## src/shared/rdm_pkg.sv

```systemverilog
// Package with register map, field layout and carrier types of the debug port mux.
package rdm_pkg;

  // Register byte addresses on the system bus.
  localparam logic [31:0] ADDR_WORD_SEL   = 32'h4000020C;
  localparam logic [31:0] ADDR_BIT_SEL    = 32'h40000210;
  localparam logic [31:0] ADDR_OVERRIDE   = 32'h40000214;

  // Reset values of the registers.
  localparam logic [31:0] RST_WORD_SEL    = 32'h00000000;
  localparam logic [31:0] RST_BIT_SEL     = 32'h00000000;
  localparam logic [31:0] RST_OVERRIDE    = 32'h00000000;

  // Writable bits of each register; reserved bits read as zero.
  localparam logic [31:0] MASK_WORD_SEL   = 32'hBFBFBFBF;
  localparam logic [31:0] MASK_BIT_SEL    = 32'hFFFFFFFF;
  localparam logic [31:0] MASK_OVERRIDE   = 32'h00000001;

  // Field layout of the upper word select register, per byte lane.
  localparam int WSEL_LANE_W   = 8;
  localparam int WSEL_SRC_LSB  = 0;
  localparam int WSEL_SRC_W    = 6;
  localparam int WSEL_EN_POS   = 7;
  localparam int WSEL_FIRST    = 4;

  // Field layout of the port bit select register, per nibble.
  localparam int BSEL_LANE_W   = 4;
  localparam int BSEL_SEL_LSB  = 0;
  localparam int BSEL_SEL_W    = 3;
  localparam int BSEL_INV_POS  = 3;

  // Port geometry.
  localparam int PORT_W        = 8;
  localparam int WORD_W        = 8;

  // Fixed read latency of the register port in cycles.
  localparam int RD_LATENCY    = 1;

  // Register bus request carried as one bundle.
  typedef struct packed {
    logic [31:0] addr;
    logic [31:0] wdata;
    logic        wr;
    logic        rd;
  } rdm_bus_req_s;

endpackage

```

## src/verilog/rdm_debug_port_mux.sv

```systemverilog
// Top of the radio core debug port multiplexer with its register port.
//
// How it works
// - Disabled word drives zeros, enabled drives source.
// - Word 7 source bits 29:24, enable 31.
// - Words 6,5,4 sources/enables in lower lanes.
// - Port bit 7 picks word 7 bit.
// - Port bit n select at 4n+2:4n.
// - Port bit n invert flag at 4n+3.
// - Fields reset zero, reserved bits read zero.
// - Override bit set overrules port mapping.
//
// Decided for this implementation: strobed register access.
`timescale 1ns/100ps
module rdm_debug_port_mux #(
  parameter int NSRC = 64 // Number of selectable internal signal groups.
) (
  // Clock, reset and clock enable.
  input  wire logic                 i_clk_sys,
  input  wire logic                 i_rstn,
  input  wire logic                 i_ce,
  // Register port.
  input  wire logic [31:0]          i_addr,
  input  wire logic [31:0]          i_wdata,
  input  wire logic                 i_wr,
  input  wire logic                 i_rd,
  output logic      [31:0]          o_rdata,
  // Diagnostic sources: fixed words 0..3 and groups for words 4..7.
  input  wire logic [4*8-1:0]       i_fixed_words,
  input  wire logic [NSRC*8-1:0]    i_src_groups,
  // Word used while the override bit is set.
  input  wire logic [7:0]           i_override_word,
  // Diagnostic port pins.
  output logic      [7:0]           o_debug_port
);

  rdm_pkg::rdm_bus_req_s req; // Bundled bus request.
  logic [31:0] wsel_r;   // Upper word select register.
  logic [31:0] wsel_nxt;
  logic [31:0] bsel_r;   // Port bit select register.
  logic [31:0] bsel_nxt;
  logic [31:0] ovr_r;    // Override control register.
  logic [31:0] ovr_nxt;
  logic [31:0] rdata_r;  // Read data, valid one cycle after the strobe.
  logic [31:0] rdata_nxt;
  logic [8*8-1:0] words; // The eight diagnostic words side by side.
  logic [7:0]  lane_bits; // Registered lane outputs.
  logic        ovr_q;     // Override applied in step with the lanes.
  logic        ovr_q_nxt;
  logic [7:0]  ovr_word_q; // Override word registered with the lanes.
  logic [7:0]  ovr_word_nxt;

  assign req = '{addr: i_addr, wdata: i_wdata, wr: i_wr, rd: i_rd};

  // Register writes and read decode; unmapped addresses read as zero.
  always_comb begin
    wsel_nxt  = wsel_r;
    bsel_nxt  = bsel_r;
    ovr_nxt   = ovr_r;
    rdata_nxt = rdata_r;
    if (i_ce) begin
      rdata_nxt = 32'h00000000;
      if (req.wr) begin
        case (req.addr)
          rdm_pkg::ADDR_WORD_SEL:
            wsel_nxt = req.wdata & rdm_pkg::MASK_WORD_SEL;
          rdm_pkg::ADDR_BIT_SEL:
            bsel_nxt = req.wdata & rdm_pkg::MASK_BIT_SEL;
          rdm_pkg::ADDR_OVERRIDE:
            ovr_nxt  = req.wdata & rdm_pkg::MASK_OVERRIDE;
          default: begin
            // Writes to other addresses are dropped.
          end
        endcase
      end
      if (req.rd) begin
        case (req.addr)
          rdm_pkg::ADDR_WORD_SEL: rdata_nxt = wsel_r;
          rdm_pkg::ADDR_BIT_SEL:  rdata_nxt = bsel_r;
          rdm_pkg::ADDR_OVERRIDE: rdata_nxt = ovr_r;
          default:                rdata_nxt = 32'h00000000;
        endcase
      end
    end
  end

  // Register state; all fields come out of reset at zero.
  always_ff @(posedge i_clk_sys or negedge i_rstn) begin
    if (!i_rstn) begin
      wsel_r  <= rdm_pkg::RST_WORD_SEL;
      bsel_r  <= rdm_pkg::RST_BIT_SEL;
      ovr_r   <= rdm_pkg::RST_OVERRIDE;
      rdata_r <= 32'h00000000;
    end else begin
      wsel_r  <= wsel_nxt;
      bsel_r  <= bsel_nxt;
      ovr_r   <= ovr_nxt;
      rdata_r <= rdata_nxt;
    end
  end

  assign o_rdata = rdata_r;

  // Words 0..3 come straight in; they have no enable and are never gated.
  assign words[4*8-1:0] = i_fixed_words;

  // Words 4..7 are chosen by their source select and gated by their enable.
  // An out-of-range select yields zero instead of an unknown index.
  genvar gw;
  generate
    for (gw = 0; gw < 4; gw++) begin : g_word
      logic [5:0] src;
      logic       en;
      assign src = wsel_r[gw*8 +: 6];
      assign en  = wsel_r[gw*8 + rdm_pkg::WSEL_EN_POS];
      assign words[(gw+4)*8 +: 8] =
        (en && (int'(src) < NSRC)) ?
          i_src_groups[int'(src)*8 +: 8] : 8'h00;
    end
  endgenerate

  // One lane per port bit; bit 7 reads word 7 through bits 30:28.
  genvar gl;
  generate
    for (gl = 0; gl < 8; gl++) begin : g_lane
      rdm_bit_lane #(
        .WORD_W (8)
      ) u_lane (
        .i_clk_sys (i_clk_sys),
        .i_rstn    (i_rstn),
        .i_ce      (i_ce),
        .i_word    (words[gl*8 +: 8]),
        .i_sel     (bsel_r[gl*4 +: 3]),
        .i_inv     (bsel_r[gl*4 + 3]),
        .o_bit     (lane_bits[gl])
      );
    end
  endgenerate

  // Override state is registered alongside the lanes so both switch together.
  always_comb begin
    ovr_q_nxt    = ovr_q;
    ovr_word_nxt = ovr_word_q;
    if (i_ce) begin
      ovr_q_nxt    = ovr_r[0];
      ovr_word_nxt = i_override_word;
    end
  end

  // Override stage registers.
  always_ff @(posedge i_clk_sys or negedge i_rstn) begin
    if (!i_rstn) begin
      ovr_q      <= 1'b0;
      ovr_word_q <= 8'h00;
    end else begin
      ovr_q      <= ovr_q_nxt;
      ovr_word_q <= ovr_word_nxt;
    end
  end

  // The override word replaces the mapped port while the bit is set.
  assign o_debug_port = ovr_q ? ovr_word_q : lane_bits;

  // Disabled word 7 with no inversion gives a zero port bit 7.
  // Each next-cycle antecedent also needs reset released at its own edge, because the
  // lanes still sit in reset at that edge and would not follow the sources.
  AST_WORD_DISABLED_ZERO: assert property (
    @(posedge i_clk_sys) disable iff (!i_rstn)
    (i_rstn && i_ce && !wsel_r[31] && !bsel_r[31] && !ovr_r[0])
      |=> (ovr_q || !lane_bits[7]))
    else $error("Disabled word 7 drove port bit 7.");

  // Enabled word 7 forwards the chosen source bit.
  AST_WORD7_SOURCE: assert property (
    @(posedge i_clk_sys) disable iff (!i_rstn)
    (i_rstn && i_ce && wsel_r[31] && int'(wsel_r[29:24]) < NSRC)
      |=> lane_bits[7] == ($past(i_src_groups[int'(wsel_r[29:24])*8
           + int'(bsel_r[30:28])]) ^ $past(bsel_r[31])))
    else $error("Port bit 7 does not follow word 7 source.");

  // Word 4 gates on bit 7 and selects with bits 5:0.
  AST_WORD4_GATE: assert property (
    @(posedge i_clk_sys) disable iff (!i_rstn)
    (i_ce && !wsel_r[7]) |-> words[39:32] == 8'h00)
    else $error("Word 4 not zero while disabled.");

  // Port bit 0 follows word 0 with its selector and invert.
  AST_BIT0_PICK: assert property (
    @(posedge i_clk_sys) disable iff (!i_rstn)
    (i_rstn && i_ce)
      |=> lane_bits[0] == ($past(i_fixed_words[bsel_r[2:0]])
                           ^ $past(bsel_r[3])))
    else $error("Port bit 0 pick wrong.");

  // Flipping only the invert flag of bit 2 flips the output.
  AST_BIT2_INVERT: assert property (
    @(posedge i_clk_sys) disable iff (!i_rstn)
    (i_rstn && i_ce)
      |=> lane_bits[2] == ($past(words[16 + int'(bsel_r[10:8])])
                           ^ $past(bsel_r[11])))
    else $error("Port bit 2 invert wrong.");

  // Reserved bits of the word select register always read zero.
  AST_RESERVED_ZERO: assert property (
    @(posedge i_clk_sys) disable iff (!i_rstn)
    (wsel_r & ~rdm_pkg::MASK_WORD_SEL) == 32'h00000000)
    else $error("Reserved bits set in word select register.");

  // A held override bit shows the override word on the next cycle.
  AST_OVERRIDE: assert property (
    @(posedge i_clk_sys) disable iff (!i_rstn)
    (i_rstn && i_ce && ovr_r[0]) |=> o_debug_port == $past(i_override_word))
    else $error("Override word not on port.");

  // Port bit 4 is one registered copy of word 4 pick.
  AST_ONE_STAGE: assert property (
    @(posedge i_clk_sys) disable iff (!i_rstn)
    (i_rstn && i_ce && !ovr_r[0]) |=> !ovr_q ##0 lane_bits[4] ==
      ($past(words[32 + int'(bsel_r[18:16])]) ^ $past(bsel_r[19])))
    else $error("Port bit 4 not a single register stage.");

endmodule

```

## src/verilog/rdm_bit_lane.sv

```systemverilog
// One lane of the debug port: bit pick, optional invert, output flop.
`timescale 1ns/100ps
module rdm_bit_lane #(
  parameter int WORD_W = 8
) (
  // Clock, reset and enable.
  input  wire logic              i_clk_sys,
  input  wire logic              i_rstn,
  input  wire logic              i_ce,
  // Diagnostic word and lane controls.
  input  wire logic [WORD_W-1:0] i_word,
  input  wire logic [2:0]        i_sel,
  input  wire logic              i_inv,
  // Registered port bit.
  output logic                   o_bit
);

  logic bit_r;   // Registered lane value.
  logic bit_nxt; // Next lane value.

  // Pick the chosen bit and flip it when the invert flag is set.
  always_comb begin
    bit_nxt = bit_r;
    if (i_ce) begin
      bit_nxt = i_word[i_sel] ^ i_inv;
    end
  end

  // One register stage keeps the pin free of select glitches.
  always_ff @(posedge i_clk_sys or negedge i_rstn) begin
    if (!i_rstn) begin
      bit_r <= 1'b0;
    end else begin
      bit_r <= bit_nxt;
    end
  end

  assign o_bit = bit_r;

endmodule

```

## config.mk

```make
export PLATFORM = sky130hd
export DESIGN_NAME = rdm_debug_port_mux
export DESIGN_NICKNAME = d
export VERILOG_FILES = /design/src/shared/rdm_pkg.sv /design/src/verilog/rdm_debug_port_mux.sv /design/src/verilog/rdm_bit_lane.sv
export SDC_FILE = /design/constraint.sdc
export NUM_CORES = 1
export LEC_CHECK = 0
export BUFFER_PORTS_ARGS = -buffer_cell sky130_fd_sc_hd__clkbuf_2
export CAP_MARGIN = 20
export CORE_AREA = 2 2 254 256
export CTS_CLUSTER_SIZE = 8
export DETAILED_ROUTE_END_ITERATION = 16
export DIE_AREA = 0 0 256 258
export SYNTH_ARGS = -nofsm -noshare
export SYNTH_HDL_FRONTEND = slang
export SYNTH_HIERARCHICAL = 1
export SYNTH_SLANG_ARGS = --single-unit
```

## constraint.sdc

```tcl
create_clock -name i_clk_sys -period 2.85 [get_ports i_clk_sys]
set_input_delay 0 -clock i_clk_sys [delete_from_list [all_inputs] [get_ports i_clk_sys]]
set_output_delay 0 -clock i_clk_sys [all_outputs]
set_load 0.005 [all_outputs]
```

==> results.yml <==
logic_synthesis:
  synth-edff-count: 0
  synthCells: 1563
  syn_area_sq_um: 21520
  synth-async-reset-ratio: 1.000
  syn-num-nets: 2184
  synth.avg_cell_area_sq_um: 13.77
  yosysSeqAreaShare: 0.1279
  ys_warn_count: 6
  ys.flop_type: "dfrtp_1"
  synth_seq_cells: 110
  ys_types: 50
clock_tree:
  cts.sinks: 110
  cts_buffers: 9
  htree_num_levels: 3
  cts_tree: "yes"
  insertion_delay_ns: 0.38
  clk_pin_slew_ns: 0.09
  clk_path_buf_depth: 2
  ctsRootBufferMaster: "clkbuf_16"
power:
  power_density_nw_per_um2: 159.2
  vdd.ir_drop.worst_v: 0.0002462
  finalPower_mw: 4.847
  clock_power_share: 0.284
  comb_power_share: 0.389
  power.leakage_nw: 11.35
  p_sw_frac: 0.3366
  switchingPower_mw: 1.631
  intPower_mw: 3.216
  power_frac_seq: 0.327
route:
  dr_total_vias: 22240
  wirelength_mm: 117.7
  drtAntennaViolNets: 0
  drt_pass1_iterations: 5
  drc: 0
  wire_per_inst_microns: 35.22
  drt_iter0_markers: 2371
  routed_via_density: 6.653
cells_and_area:
  fin_nets: 3074
  fin_area_sq_um: 30440
  drive_gt1_frac: 0.7152
  fillCellCount: 5819
  area_delta_synth_final_pct: 41.47
flow_run:
  max_cap_violations: 0
critical_path:
  cp_data_required_time_ns: 3.12
  critical_path.endpoint_type: "flop"
  crit_fanout: 12
  cp.arrival_ns: 3.69
  cp-start-kind: "flop"
  critical_path_class: "flop to flop"
sta:
  setup_ws_ns: -0.5650
  hold_viol: 0
  fmax_mhz: 292.8
  period_share: 1.198
  drv_slew: 0
  tightest_slew_ns: 0.8738
  relSlewSlack: 0.4175
  clock_skew_ns: 0.008148
  rsz0062_at_grt: "true"
  finalCriticalPeriod_ns: 3.415
  setup_violations: 4
global_route:
  grt_max_degree: 62
  first_global_vias: 23040
  grt-busiest-layer: "met2"
  grtUsageTotal: 0.3471
  grt_antenna_before_repair: 50
  grtUsageMet3: 0.1050
  grt_pass1_wl_mm: 165.7
  grt_overflow: 0
  use_met1: 0.4204
  met2_usage: 0.5732
placed_design:
  post_dp_cell_area_sq_um: 28160
  port_buffers: 660
  gp_congestion: 1.014
  pre_cts_slack_ns: -0.8452
  dpl.hpwl_mm: 94.63
die:
  core_area_sq_um: 63650
  die_area_sq_um: 66050
  die-height_microns: 258
  io_pins: 661
  start_util: 0.3381
  num_rows: 93
  die_w_microns: 256
run_status:
  outcome: "complete, but fails checks"
  violations: "negative setup slack"
worst_hold_path:
  min_path_type: "primary input to flop"
placed cells by master (no fill, tap or decap), types with 6 or more instances in the layout:
cell,n
a21oi_1,14
a221oi_1,6
a22o_1,8
a22oi_1,84
a32oi_1,16
buf_12,74
buf_16,13
buf_4,257
buf_6,13
clkbuf_16,12
clkbuf_2,659
dfrtp_1,98
dfrtp_4,12
diode_2,30
dlygate4sd3_1,41
inv_1,31
mux2_1,20
mux2_2,66
mux2_4,8
mux2i_1,155
mux2i_2,30
mux2i_4,11
mux4_1,8
mux4_2,536
nand2_1,84
nand2b_1,7
nand3_1,21
nor2_1,9
o211ai_1,8
o21ai_0,36
o21ai_1,8
o21ai_2,6
o22ai_2,8
xnor2_1,7
metrics by stage:
step	setup TNS (ns)	util	instances	hold WS (ns)
CTS	-2.117	0.4665	3273	0.02257
global placement	-2.958	0.4424	3185	0.1516
detailed placement	-2.914	0.4424	3185	0.1675
global route	-2.212	0.4779	3334	0.06893
finish	-2.049	0.4782	3343	0.04935
floorplan	-0.1388	-	1563	-0.2956
worst paths after layout:
check | cells past startpoint | slack, ns | from | to
worst max-delay path | 10 | -0.56 | wsel_r[0] | g_lane[4].u_lane/o_bit
worst min-delay path | 2 | 0.05 | i_ce | o_rdata[11]
worst max register to register | 10 | -0.56 | wsel_r[0] | g_lane[4].u_lane/o_bit
worst min register to register | 1 | 0.51 | ovr_word_q[2] | ovr_word_q[2]
max in group asynchronous | 3 | 1.74 | i_rstn | wsel_r[8]
min in group asynchronous | 2 | 0.25 | i_rstn | o_rdata[13]
registers in the layout, summed over array words and instances (netlist names):
signal / cells
g_lane.u_lane/o_bit: 8
o_rdata: 32
wsel_r: 28
ovr_word_q: 8
bsel_r: 32
ovr_q: 1
ovr_r: 1
per-layer routing:
metal  up-vias  wire length, microns
met4        36                  6232
met1     11320                 41460
met2      1798                 56180
met3       347                 13640
li1       8742                     -
met5         -                   238
critical path: stages (launching register included):
cell and delay, ns:
dfrtp_4 0.46, buf_12 0.18, mux4_2 0.52, mux4_2 0.52, nor2_2 0.14, a21oi_1 0.06, a22o_2 0.30, mux4_2 0.57
mux2i_4 0.19, xnor2_1 0.08, mux2_4 0.25
layout make-up:
class | count | area (sq um) | area share
multi-input cells | 1233 | 18220 | 0.5986
clock inverters | 7 | 91.34 | 0.003001
diodes | 30 | 75.07 | 0.002466
well taps | 855 | 1070 | 0.03514
flip-flops and latches | 110 | 2798 | 0.09191
clock buffers | 9 | 225.2 | 0.007399
inverters | 32 | 120.1 | 0.003946
repair buffers | 1067 | 7839 | 0.2575
cell usage after synthesis, types with 2 or more instances:
cell type	count	area [sq um]
mux4_1	16	420.4
nand3_1	24	120.1
buf_6	3	33.78
clkbuf_1	76	285.3
buf_2	79	395.4
nor3b_1	2	15.01
and2_1	5	31.28
nor4_1	5	31.28
xnor2_1	8	70.07
mux2_4	8	120.1
a221oi_1	6	52.55
mux2_1	20	225.2
nand2b_1	7	43.79
a32oi_1	16	140.1
a21oi_1	14	70.07
a22oi_1	89	668.1
o211ai_1	8	60.06
nand4_1	2	12.51
buf_4	13	97.59
nor2b_1	9	56.30
a211oi_1	3	22.52
nand2_1	89	334.1
nand3b_1	2	15.01
buf_1	17	63.81
o21ai_1	2	10.01
o22ai_1	11	68.82
o31ai_1	6	45.04
nor2_1	13	48.80
mux4_2	528	11890
a22o_1	10	87.58
mux2i_1	196	1962
nor4b_1	2	17.52
mux2_2	66	743.2
o21ai_0	49	245.2
inv_1	31	116.4
dfrtp_1	110	2753
o2111ai_1	2	17.52
nor3_1	4	20.02
timing repair:
action	CTS	global route
hold endpoints to repair	129	0
buffers inserted	24	40
hold buffers	41	0
pin swaps	15	20
resized for setup	90	75
endpoints found under the setup margin	4	4
cloned	7	3
cells by family (layout without fill, tap and decap cells):
kind of cell           count (synthesis)  in the layout  synth area share
AND/OR/NAND/NOR                      169            169           0.03704
buffers and inverters                220           1115           0.04629
XOR/XNOR                               8              8          0.003257
AO/OA/AOI/OAI                        222            222           0.07152
multiplexers                         834            834            0.7140
other                                  0             30                 0
flip-flops                           110            110            0.1279
power by group through the flow:
stage	sequential (mW)	combinational, mW	clock (mW)
3_3_place_gp	1.62	1.71	0
6_report	1.59	1.88	1.38
4_1_cts	1.58	1.82	1.42
2_1_floorplan	1.61	0.737	0
3_5_place_dp	1.62	1.75	0
5_1_grt	1.59	1.96	1.47
(Power assumes the default switching activity.)
